$ cat src/hw/origin_search_pkg.sv
// Constants, types and register map of the origin search sequencer.
// Assumes a single 125 MHz clock and an APB register bus.
package origin_search_pkg;

    // ----------------------------------------------------------------
    // Register map
    // ----------------------------------------------------------------
    localparam logic [4:0]  CFG_ADDR    = 5'h00;
    localparam logic [4:0]  CMD_ADDR    = 5'h04;
    localparam logic [4:0]  STATUS_ADDR = 5'h08;
    localparam logic [4:0]  POS_ADDR    = 5'h0c;
    localparam logic [4:0]  HOME_ADDR   = 5'h10;
    localparam logic [7:0]  CFG_RESET   = 8'h01;
    localparam int          CFG_ZDIR    = 2;
    localparam int          CFG_INIT    = 3;
    localparam int          CFG_DECEL   = 4;
    localparam int          CFG_NC      = 5;
    localparam int          CFG_SERVO   = 6;
    localparam int          CFG_ABSSET  = 7;
    localparam int          CMD_START   = 0;
    localparam int          CMD_INIT    = 1;

    // ----------------------------------------------------------------
    // Timing
    // ----------------------------------------------------------------
    localparam int CLK_MHZ       = 125;
    localparam int DECEL_TIME_US = 1000;
    localparam int DECEL_CYCLES  = DECEL_TIME_US * CLK_MHZ;
    localparam int SYNC_STAGES   = 3;

    // ----------------------------------------------------------------
    // Types
    // ----------------------------------------------------------------
    typedef enum logic [1:0] {
        MODE_POWER_ON = 2'h0,
        MODE_REVERSE  = 2'h1,
        MODE_ONE_DIR  = 2'h2
    } search_mode_e;

    typedef enum logic [6:0] {
        ST_IDLE   = 7'h01,
        ST_FAST   = 7'h02,
        ST_SLOW   = 7'h04,
        ST_ZWAIT  = 7'h08,
        ST_HALT   = 7'h10,
        ST_RETURN = 7'h20,
        ST_ERR    = 7'h40
    } search_state_e;

    typedef struct packed {
        logic cw_limit;
        logic ccw_limit;
        logic proximity;
        logic phase_z;
    } axis_pins_s;

endpackage

$ cat src/hw/origin_search_sequencer.sv
// Origin search sequencer for one axis, with APB register access.
// Assumes limit, proximity and phase-Z pins are asynchronous, and that
// step pulses and absolute data come from logic on the same clock.
//
// The address map and register access over APB were chosen for this implementation.
`timescale 1ns/1ps
module origin_search_sequencer
    import origin_search_pkg::*;
#(
    parameter int HALT_CYCLES = DECEL_CYCLES
) (
    input  wire logic        i_ref_clk,
    input  wire logic        i_nrst,
    input  wire logic        psel,
    input  wire logic        penable,
    input  wire logic        pwrite,
    input  wire logic [4:0]  paddr,
    input  wire logic [31:0] pwdata,
    output logic      [31:0] prdata,
    output logic             pready,
    output logic             pslverr,
    input  wire axis_pins_s  i_pins,
    input  wire logic        i_step,
    input  wire logic        i_step_up,
    input  wire logic        i_abs_valid,
    input  wire logic [31:0] i_abs_pos,
    output logic             o_cw_run,
    output logic             o_ccw_run,
    output logic             o_high_speed,
    output logic             o_counter_pulse,
    output logic             o_servo_run,
    output logic             o_encoder_data_request
);

    // ----------------------------------------------------------------
    // Pin synchronisers
    // ----------------------------------------------------------------
    logic [3:0] pin_raw;
    logic [3:0] pin_q;
    assign pin_raw = i_pins;

    for (genvar g = 0; g < 4; g++) begin : g_sync
        logic [SYNC_STAGES-1:0] sy;
        always_ff @(posedge i_ref_clk or negedge i_nrst) begin
            if (!i_nrst) begin
                sy       <= '0;
                pin_q[g] <= 1'b0;
            end else begin
                sy <= {sy[SYNC_STAGES-2:0], pin_raw[g]};
                if (sy[1] == sy[2]) begin
                    pin_q[g] <= sy[2];
                end
            end
        end
    end

    logic cw_lim, ccw_lim, prox, z_pulse, z_prev, any_lim;
    logic [7:0] cfg;
    assign cw_lim  = pin_q[3];
    assign ccw_lim = pin_q[2];
    assign prox    = pin_q[1] ^ cfg[CFG_NC];
    assign any_lim = cw_lim | ccw_lim;

    always_ff @(posedge i_ref_clk or negedge i_nrst) begin
        if (!i_nrst) begin
            z_prev <= 1'b0;
        end else begin
            z_prev <= pin_q[0];
        end
    end
    assign z_pulse = pin_q[0] & ~z_prev;

    // ----------------------------------------------------------------
    // APB slave
    // ----------------------------------------------------------------
    search_state_e st;
    logic        dir;
    logic        err;
    logic        done;
    logic [31:0] pos;
    logic [31:0] home;
    logic        wr_en, go, init_cmd;
    logic        rev;
    assign wr_en    = psel & penable & pready & pwrite;
    assign go       = wr_en & (paddr == CMD_ADDR) & pwdata[CMD_START];
    assign init_cmd = wr_en & (paddr == CMD_ADDR) & pwdata[CMD_INIT];
    assign rev      = (cfg[1:0] == MODE_REVERSE);

    always_ff @(posedge i_ref_clk or negedge i_nrst) begin
        if (!i_nrst) begin
            pready  <= 1'b0;
            pslverr <= 1'b0;
            prdata  <= 32'h0;
        end else begin
            pready  <= psel & penable & ~pready;
            pslverr <= 1'b0;
            if (psel & penable & ~pready) begin
                unique case (paddr)
                    CFG_ADDR:    prdata <= {24'h0, cfg};
                    CMD_ADDR:    prdata <= 32'h0;
                    STATUS_ADDR: prdata <= {22'h0, st, dir, err, done};
                    POS_ADDR:    prdata <= pos;
                    HOME_ADDR:   prdata <= home;
                    default: begin
                        prdata  <= 32'h0;
                        pslverr <= 1'b1;
                    end
                endcase
            end
        end
    end

    always_ff @(posedge i_ref_clk or negedge i_nrst) begin
        if (!i_nrst) begin
            cfg <= CFG_RESET;
        end else if (wr_en && paddr == CFG_ADDR) begin
            cfg <= pwdata[7:0];
        end
    end

    // ----------------------------------------------------------------
    // Servo run and encoder data request
    // ----------------------------------------------------------------
    always_ff @(posedge i_ref_clk or negedge i_nrst) begin
        if (!i_nrst) begin
            o_servo_run            <= 1'b0;
            o_encoder_data_request <= 1'b0;
        end else begin
            o_servo_run <= cfg[CFG_SERVO];
            if (cfg[CFG_SERVO] && !o_servo_run) begin
                o_encoder_data_request <= 1'b1;
            end else if (!cfg[CFG_SERVO]) begin
                o_encoder_data_request <= 1'b0;
            end
        end
    end

    // ----------------------------------------------------------------
    // Present position and power-up origin
    // ----------------------------------------------------------------
    logic abs_load, home_fixed;
    assign abs_load = i_abs_valid & o_encoder_data_request
                    & cfg[CFG_ABSSET];

    always_ff @(posedge i_ref_clk or negedge i_nrst) begin
        if (!i_nrst) begin
            pos        <= 32'h0;
            home       <= 32'h0;
            home_fixed <= 1'b0;
        end else begin
            if (st == ST_ZWAIT && z_pulse) begin
                pos <= 32'h0;
            end else if (init_cmd) begin
                pos <= 32'h0;
            end else if (abs_load) begin
                pos <= i_abs_pos;
            end else if (i_step) begin
                pos <= i_step_up ? pos + 32'h1 : pos - 32'h1;
            end
            if (abs_load && !home_fixed) begin
                home <= i_abs_pos;
            end
            if (abs_load || i_step) begin
                home_fixed <= 1'b1;
            end
        end
    end

    // ----------------------------------------------------------------
    // Search sequencer
    // ----------------------------------------------------------------
    logic [31:0] hcnt;
    logic        lim_hit;
    assign lim_hit = dir ? cw_lim : ccw_lim;

    always_ff @(posedge i_ref_clk or negedge i_nrst) begin
        if (!i_nrst) begin
            st   <= ST_IDLE;
            dir  <= 1'b1;
            err  <= 1'b0;
            done <= 1'b0;
            hcnt <= 32'h0;
        end else if (go) begin
            err  <= 1'b0;
            done <= 1'b0;
            if (cfg[1:0] == MODE_POWER_ON) begin
                st <= ST_RETURN;
            end else if (!rev) begin
                st  <= ST_FAST;
                dir <= cfg[CFG_ZDIR];
            end else if (!prox && !any_lim) begin
                st  <= ST_FAST;
                dir <= ~cfg[CFG_INIT];
            end else begin
                st  <= ST_FAST;
                dir <= cfg[CFG_INIT];
            end
        end else begin
            unique case (st)
                ST_IDLE: ;
                ST_FAST, ST_SLOW: begin
                    if (lim_hit && !rev) begin
                        st  <= ST_ERR;
                        err <= 1'b1;
                    end else if (lim_hit) begin
                        st   <= ST_HALT;
                        hcnt <= cfg[CFG_DECEL] ? 32'(HALT_CYCLES) : 32'h1;
                    end else if (st == ST_FAST && prox) begin
                        st <= ST_SLOW;
                    end else if (st == ST_SLOW && !prox) begin
                        if (dir == cfg[CFG_ZDIR]) begin
                            st <= ST_ZWAIT;
                        end else begin
                            st   <= ST_HALT;
                            hcnt <= cfg[CFG_DECEL] ? 32'(HALT_CYCLES)
                                                   : 32'h1;
                        end
                    end
                end
                ST_ZWAIT: begin
                    if (z_pulse) begin
                        st   <= ST_IDLE;
                        done <= 1'b1;
                    end else if (lim_hit) begin
                        st  <= ST_ERR;
                        err <= 1'b1;
                    end
                end
                ST_HALT: begin
                    if (hcnt <= 32'h1) begin
                        st  <= ST_FAST;
                        dir <= ~dir;
                    end else begin
                        hcnt <= hcnt - 32'h1;
                    end
                end
                ST_RETURN: begin
                    if (pos == home) begin
                        st   <= ST_IDLE;
                        done <= 1'b1;
                    end else begin
                        dir <= ($signed(pos) < $signed(home));
                    end
                end
                ST_ERR: ;
            endcase
        end
    end

    // ----------------------------------------------------------------
    // Drive outputs
    // ----------------------------------------------------------------
    logic moving;
    assign moving = (st == ST_FAST) | (st == ST_SLOW) | (st == ST_ZWAIT)
                  | ((st == ST_RETURN) & (pos != home));

    always_ff @(posedge i_ref_clk or negedge i_nrst) begin
        if (!i_nrst) begin
            o_cw_run        <= 1'b0;
            o_ccw_run       <= 1'b0;
            o_high_speed    <= 1'b0;
            o_counter_pulse <= 1'b0;
        end else begin
            o_cw_run        <= moving & dir;
            o_ccw_run       <= moving & ~dir;
            o_high_speed    <= (st == ST_FAST) | (st == ST_RETURN);
            o_counter_pulse <= (st == ST_HALT) & ~cfg[CFG_DECEL];
        end
    end
endmodule

$ cat config.mk
export PLATFORM = sky130hd
export DESIGN_NAME = origin_search_sequencer
export DESIGN_NICKNAME = d
export VERILOG_FILES = /design/src/hw/origin_search_pkg.sv /design/src/hw/origin_search_sequencer.sv
export SDC_FILE = /design/constraint.sdc
export NUM_CORES = 1
export LEC_CHECK = 0
export BUFFER_PORTS_ARGS = -buffer_cell sky130_fd_sc_hd__buf_2
export CAP_MARGIN = 20
export CORE_MARGIN = 2
export CORE_UTILIZATION = 45
export DETAILED_ROUTE_END_ITERATION = 8
export GPL_ROUTABILITY_DRIVEN = 0
export MAX_ROUTING_LAYER = met4
export SYNTH_ARGS = -nofsm -noshare
export SYNTH_HDL_FRONTEND = slang
export SYNTH_SLANG_ARGS = --single-unit
$ cat constraint.sdc
create_clock -name i_ref_clk -period 4.1 [get_ports i_ref_clk]
set_clock_uncertainty 0.2 [all_clocks]
set_input_delay 0.82 -clock i_ref_clk [delete_from_list [all_inputs] [get_ports i_ref_clk]]
set_output_delay 0.82 -clock i_ref_clk [all_outputs]
set_load 0.005 [all_outputs]
# Word level (Yosys, flattened, before mapping)
# Index checks and enable logic that the tools add are counted.
# classes
addsub	3
magnitude_cmp	2
eq_ne	33
muxes	47
bitwise	26
n_reduce_logical	29
# op_table
operator	count
32-bit two-way mux	11
32-bit one-hot mux with 4 select lines	1
32-bit one-hot mux with 2 select lines	1
32-bit by 1-bit subtractor with 32-bit output, second input constant	2
7-bit two-way mux	9
32-bit by 1-bit adder with 32-bit output, second input constant	1
32-bit == test	1
32-bit by 1-bit <= comparator with 1-bit output, second input constant	1
32-bit < comparator	1
32-bit inequality test	1
3-bit inequality test, second input constant	10
7-bit one-hot mux with 4 select lines	1
1-bit two-way mux	18
17-bit two-way mux	1
1-bit AND	14
5-bit by 4-bit == test with 1-bit output, second input constant	2
3-bit nonzero test	3
1-bit logical AND	8
4-bit AND reduction	2
7-bit by 2-bit == test with 1-bit output, second input constant	1
7-bit by 3-bit == test with 1-bit output, second input constant	1
7-bit by 4-bit == test with 1-bit output, second input constant	1
7-bit by 5-bit == test with 1-bit output, second input constant	1
7-bit by 6-bit == test with 1-bit output, second input constant	1
26 further kinds	47
# word_totals
register_bits	172
inputBits	81
output_inout_bits	40
word_cells	167

# Depth between registers and ports, before layout
# Gate-level depths: netlist (run 1).
# logic_depth
ltp_word	9
ltp_mapped	11
mapped_depth_nobuf	11

# Least setup slack after synthesis (run 1)
# Ideal clock, no wire load.
# synth_path
path_kind	input-to-reg
from	input i_step_up
to	register pos[25]
setup_ps	136
arrival_time_ps	3727
required_time_ps	3764
setup_slack_ps	37
path_stages	11
path_cell_list	inv_1 ha_1 a211oi_1 o21ai_0 a2111oi_0 o21ai_0 a41oi_1 o21ai_0 a21boi_0 xor2_1 o22ai_1
# synth_between
elab_chain_cells	5
# synth_rtl
element	line	rtl
start, declared	origin_search_sequencer.sv:24	input wire logic i_step_up,
32-bit two-way mux	origin_search_sequencer.sv:158	pos <= i_step_up ? pos + 32'h1 : pos - 32'h1;
32-bit two-way mux	origin_search_sequencer.sv:157	end else if (i_step) begin
32-bit two-way mux	origin_search_sequencer.sv:155	end else if (abs_load) begin
32-bit two-way mux	origin_search_sequencer.sv:153	end else if (init_cmd) begin
32-bit two-way mux	origin_search_sequencer.sv:151	if (st == ST_ZWAIT && z_pulse) begin
end signal, assigned	origin_search_sequencer.sv:156	pos <= i_abs_pos;
end signal, assigned	origin_search_sequencer.sv:158	
end, declared	origin_search_sequencer.sv:80	logic [31:0] pos;
# No other way between the ends. The select of a mux whose other input is x is not followed.
# A chain may end at the register's enable or synchronous reset.

# Worst setup path after layout (run 1)
# Same ends and word-level chain as after synthesis.

==> flow_summary.toml, run 1 <==
[timing]
rsz0062_at_grt = "no"
slew_violations = 0
hold_viol_final = 0
setup_tns_ns = 0
maxSlewHeadroom_pct = 34.53
worstMarginPinSlew_ns = 0.9820
period_share_pct = 91.34
min_period_ns = 3.745
fmax_mhz = 267.0
setup_viol = 0

[die]
dieArea_um2 = 23920
core_um2 = 22430
die_w_um = 154.6
row_count = 55
initial_core_util_pct = 45.52
dieHeight_um = 154.6
io_pins = 121

[worst_setup_path]
cp-end-kind = "register"
endpoint = "pos[25]"
worst-r2r-setup-slack_ns = 0.56
slowest_delay_ns = 0.42
rr_endpoint = "hcnt[19]"
startpoint = "i_step_up"
path_cells = "buf_2 > inv_1 > buf_4 > ha_1 > a21oi_1 > nand2_1 > a2111oi_0 > o21ai_0 > a41oi_1 > o21ai_0 > a21boi_0 > xor2_1 > o22ai_1"
rr_startpoint = "st[1]"
path_max_fanout = 9
worstPathRequired_ns = 4.21
worstPathArrival_ns = 3.86
ff2ff_path_depth = 8
crit_top_cell = "o21ai_0"
path_class = "in2reg"
cp_slowest_cell = "a21boi_0"
critPathLaunchType = "input pin"

[grt]
grt_remaining_overflow = 0
antenna_found_initial = 0
grt_usage_pct = 23.26
grt_pass1_wl_um = 43540
grt_pass1_vias = 8229
grt_max_degree = 83

[finish]
n_antenna_cell = 0
syn2layout_area_growth_pct = 15.07
post-route-util_pct = 52.38
layout-drive-gt1-share_pct = 18.44
fill_cells = 2100
num-nets-final = 1342
fin_cells = 1494

[routing]
via_count = 8487
drtAntennaViolNets = 0
drtIter0Drc = 534
drt_pass1_iterations = 5
wirelength_um = 26100
avgViaCountPerCell = 5.681
drc = 0
wl_per_cell_um = 17.47

[logic_synthesis]
yosysTopAreaCellShare_pct = 41.41
synth_top_area_cell = "dfrtp_1"
synth-edff-count = 0
ys_ff_latch = 172
yosys_warnings = 0
synth.most_common_cell = "dfrtp_1"
syn-num-nets = 1248
postSynth.asyncResetShare_pct = 100.0
syn-cell-area_um2 = 10210
synth_top_flop_cell = "dfrtp_1"
avgSynthCellArea_um2 = 9.267
synth_top_cells_by_count = "dfrtp_1 (169), nor2_1 (114), o21ai_0 (102), nand2_1 (92), a21oi_1 (72)"
synth_area_leaders = "dfrtp_1 (41%), ha_1 (7.8%), o21ai_0 (5.0%)"
syn_inst = 1102
ys_seq_area_share_pct = 42.18
synth.distinct_cells = 70

[cts]
cts_root_buf = "clkbuf_16"
cts_buffers = 17
postCtsSetupBuffers = 0
cts_max_level = 4
cts.clk_slew.worst_paths_ns = 0.08
clock_path_buffers = 2
post_cts_resized = 0
cts.sinks = 172
cts-hold-fix-buffers = 0
cts_tree = "yes"
clk_latency_ns = 0.44

[min_path]
hold_class = "reg2reg"

[placed_design]
hpwl_um = 18660
io_buffer_count = 96
dp_cells = 1462

[status]
status = "finished clean"

[pwr]
power_leakage_nw = 5.439
ir_drop_uv = 309.3
p_per_area_nw_per_um2 = 658.1

[flow_run]
cap_violations = 0
## layout by cell type (no fill, tap or decap), types with 22 or more instances in the layout
cell type  count
a211oi_1      27
a21o_1        26
a21oi_1       72
a22oi_1       22
buf_2         95
buf_4         29
dfrtp_1      169
ha_1          64
inv_1         49
mux2_2        41
mux2i_1       22
nand2_1       92
nor2_1       114
nor3_1        26
o21ai_0      102
## where the power goes
group          leakage, nW  switching (mW)  internal, mW
clock network        0.303           0.856         0.841
logic                 2.89            2.05          1.56
registers             2.25           0.395          2.03
total                 5.44            3.30          4.43
## flip-flops by register name, summed over array words and instances, names as in the netlist
register / flops
ccw_lim: 1
cfg: 8
cw_lim: 1
dir: 1
done: 1
err: 1
g_sync.sy: 12
hcnt: 32
home: 32
home_fixed: 1
o_ccw_run: 1
o_counter_pulse: 1
o_cw_run: 1
o_encoder_data_request: 1
o_high_speed: 1
o_servo_run: 1
pin_q: 2
pos: 32
prdata: 32
pready: 1
pslverr: 1
st: 7
z_prev: 1
## cells by family (layout without fill, tap and decap cells)
group                    Yosys count  count (layout)  share of synthesized area, %
AO/OA/AOI/OAI                    328             328                         20.58
XOR/XNOR                          28              28                         2.401
adder cells (fa/ha/maj)           69              69                         8.429
buffers and inverters            101             208                         3.810
flip-flops                       172             172                         42.18
multiplexers                      63              63                         6.677
AND/OR/NAND/NOR                  341             341                         15.92
## metrics by stage
stage               hold WS (ns)  cell area (µm²)  setup WS [ns]  total power, mW
CTS                       0.1573            11750         0.4322            7.768
floorplan                 0.1312            10210        0.03684            5.091
detailed placement        0.1373            11120       -0.02947            6.023
finish                    0.1543            11750         0.3549            7.734
global placement          0.1330            11120       -0.04301            5.971
global route              0.1606            11750         0.1060            8.381
## how the worst min path moves through the flow
stage	depth (start not counted)	slack [ns]	from	endpoint
after floorplan	0	0.13	g_sync[0].sy[0]	g_sync[0].sy[1]
after global placement	0	0.13	g_sync[3].sy[0]	g_sync[3].sy[1]
after detailed placement	0	0.14	g_sync[1].sy[0]	g_sync[1].sy[1]
after CTS	0	0.16	g_sync[1].sy[0]	g_sync[1].sy[1]
after global routing	0	0.16	g_sync[0].sy[0]	g_sync[0].sy[1]
final	0	0.15	g_sync[1].sy[0]	g_sync[1].sy[1]
## area by class of cell
| type | count | area [µm²] | share of cell area (%) |
|---|---|---|---|
| clock buffers | 17 | 425.4 | 3.620 |
| inverters | 49 | 183.9 | 1.565 |
| clock inverters | 15 | 209.0 | 1.778 |
| repair buffers | 127 | 744.5 | 6.335 |
| well taps | 285 | 356.6 | 3.034 |
| flip-flops and latches | 172 | 4308 | 36.66 |
| multi-input cells | 829 | 5524 | 47.01 |
## per-layer routing
layer	part of all wire (%)	global-route usage, %	wire length (µm)	vias up
li1	-	-	-	4197
met1	50	33.35	13170	4089
met2	44	34.69	11450	175
met3	3.7	3.278	961	26
met4	2.0	6.217	515	0
met5	0	-	0	-
## critical path: cells and delay by family
kind                     cells  cell delay (ns)
AO/OA/AOI/OAI                7             1.92
adder cells (fa/ha/maj)      1             0.28
AND/OR/NAND/NOR              1             0.10
buffers and inverters        3             0.56
XOR/XNOR                     1             0.18
Power figures use the tool's default switching activity.
==> run 2: changes to the inputs <==
--- a/config.mk
+++ b/config.mk
@@ -5,11 +5,10 @@
 export SDC_FILE = /design/constraint.sdc
 export NUM_CORES = 1
 export LEC_CHECK = 0
-export BUFFER_PORTS_ARGS = -buffer_cell sky130_fd_sc_hd__buf_2
-export CAP_MARGIN = 20
 export CORE_MARGIN = 2
 export CORE_UTILIZATION = 45
 export DETAILED_ROUTE_END_ITERATION = 8
+export DONT_BUFFER_PORTS = 1
 export GPL_ROUTABILITY_DRIVEN = 0
 export MAX_ROUTING_LAYER = met4
 export SYNTH_ARGS = -nofsm -noshare
==> flow_summary.toml, run 2 (same netlist as run 1, synthesis figures left out) <==
[grt]
met2_usage_pct = 33.84
grt_remaining_overflow = 0
antenna_found_initial = 0
grt_util_met3_pct = 5.408
top_usage_layer = "met2"
grt_pass1_vias = 7945
grt_max_degree = 173
grt_usage_pct = 23.09
grt_pass1_wl_um = 42840
globalRouteMet1Util_pct = 32.43

[die]
core_um2 = 22430
initial_core_util_pct = 45.52
dieArea_um2 = 23920
io_pins = 121
dieHeight_um = 154.6
row_count = 55
die_w_um = 154.6

[worst_setup_path]
worstPathRequired_ns = 4.22
cp_top_family = "compound AO/OA/AOI/OAI gates"
slowest_delay_ns = 0.46
rr_startpoint = "pos[6]"
path_cells = "inv_1 > buf_4 > ha_1 > a21oi_1 > nand2_1 > a2111oi_0 > o21ai_0 > a41oi_1 > o21ai_0 > a21boi_0 > xor2_1 > o22ai_1"
cp-end-kind = "register"
cp_slowest_cell = "a21boi_0"
path_class = "in2reg"
crit_top_cell = "o21ai_0"
critPathLaunchType = "input pin"
path_max_fanout = 9
cp_num_buf_inv = 2
worstPathArrival_ns = 3.75
startpoint = "i_step_up"

[finish]
layout_common_cells = "dfrtp_1 (169), nor2_1 (114), o21ai_0 (102), nand2_1 (92), a21oi_1 (72)"
syn2layout_area_growth_pct = 9.544
n_antenna_cell = 0
multi_input_area_um2 = 5527
final_common_cell = "dfrtp_1"
num-nets-final = 1240
seq_area_um2 = 4308
fin_cells = 1392
fill_cells = 2114
layout-drive-gt1-share_pct = 11.02

[pwr]
ir_drop_uv = 300.0
p_per_area_nw_per_um2 = 678.7
power_leakage_nw = 4.953

[timing]
worstMarginPinSlew_ns = 1.028
min_period_ns = 3.626
setup_viol = 0
hold_viol_final = 169
maxSlewHeadroom_pct = 31.46
setup_tns_ns = 0
period_share_pct = 88.43
slew_violations = 0
rsz0062_at_grt = "no"
fmax_mhz = 275.8
hold_slack_ns = -0.1325

[cts]
cts.clk_slew.worst_paths_ns = 0.08
cts_buffers = 17
cts_root_buf = "clkbuf_16"
cts_tree = "yes"
clk_latency_ns = 0.45
cts_max_level = 4
post_cts_resized = 0
cts.sinks = 172
postCtsSetupBuffers = 0
clock_path_buffers = 2

[placed_design]
io_buffer_count = 0
hpwl_um = 18270
dp_cells = 1360

[routing]
drtAntennaViolNets = 0
wl_per_cell_um = 18.70
avgViaCountPerCell = 5.907
via_count = 8222
drt_pass1_iterations = 5
wirelength_um = 26040
drtIter0Drc = 514
drc = 0

[min_path]
hold_class = "in2async"

[flow_run]
cap_violations = 0

[status]
violations = "hold timing"
status = "finished with violations"
==> run 2: cell types whose count changed in the layout (fill, tap and decap cells not counted), sizes merged <==
cell,change
buf,-102
==> run 2: layout make-up <==
| class | count | area share [%] |
|---|---|---|
| multi-input combinational | 829 | 49.40 |
| sequential | 172 | 38.51 |
| tap | 285 | 3.188 |
| timing repair buffer | 25 | 1.678 |
| inverter | 49 | 1.644 |
| clock inverter | 15 | 1.778 |
| clock buffer | 17 | 3.803 |
==> run 2: layer usage <==
| layer | vias to the layer above | share of wire, % |
|---|---|---|
| met1 | 4028 | 49 |
| li1 | 3993 | - |
| met4 | 0 | 1.4 |
| met5 | - | 0 |
| met2 | 170 | 44 |
| met3 | 31 | 5.7 |
==> run 2: stage by stage <==
step | hold WS [ns] | power (mW) | util, % | instance area [µm²] | worst slack, ns
floorplan | 0.1312 | 5.091 | - | 10210 | 0.03684
global placement | 0.1324 | 5.848 | 47.08 | 10560 | 0.1585
detailed placement | 0.1364 | 5.890 | 47.08 | 10560 | 0.05336
CTS | -0.1359 | 7.607 | 49.87 | 11190 | 0.5088
global route | -0.1570 | 8.205 | 49.87 | 11190 | 0.07399
finish | -0.1325 | 7.593 | 49.87 | 11190 | 0.4743
==> run 2: report_power, final <==
| group | total (mW) | switching (mW) | internal [mW] | leakage (nW) |
|---|---|---|---|---|
| Clock | 1.69 | 0.858 | 0.834 | 0.298 |
| Sequential | 2.43 | 0.399 | 2.03 | 2.25 |
| Combinational | 3.47 | 1.96 | 1.50 | 2.40 |
| Total | 7.59 | 3.22 | 4.37 | 4.95 |
==> run 2: final timing paths <==
path                                   end  slack (ns)  depth (start not counted)
min                             prdata[17]       -0.13                          0
max in group asynchronous            st[0]        3.47                          0
max                                pos[25]        0.47                         12
min in group i_ref_clk     g_sync[2].sy[1]        0.15                          0
max reg2reg                        pos[25]        0.58                         10
min reg2reg                g_sync[2].sy[1]        0.15                          0
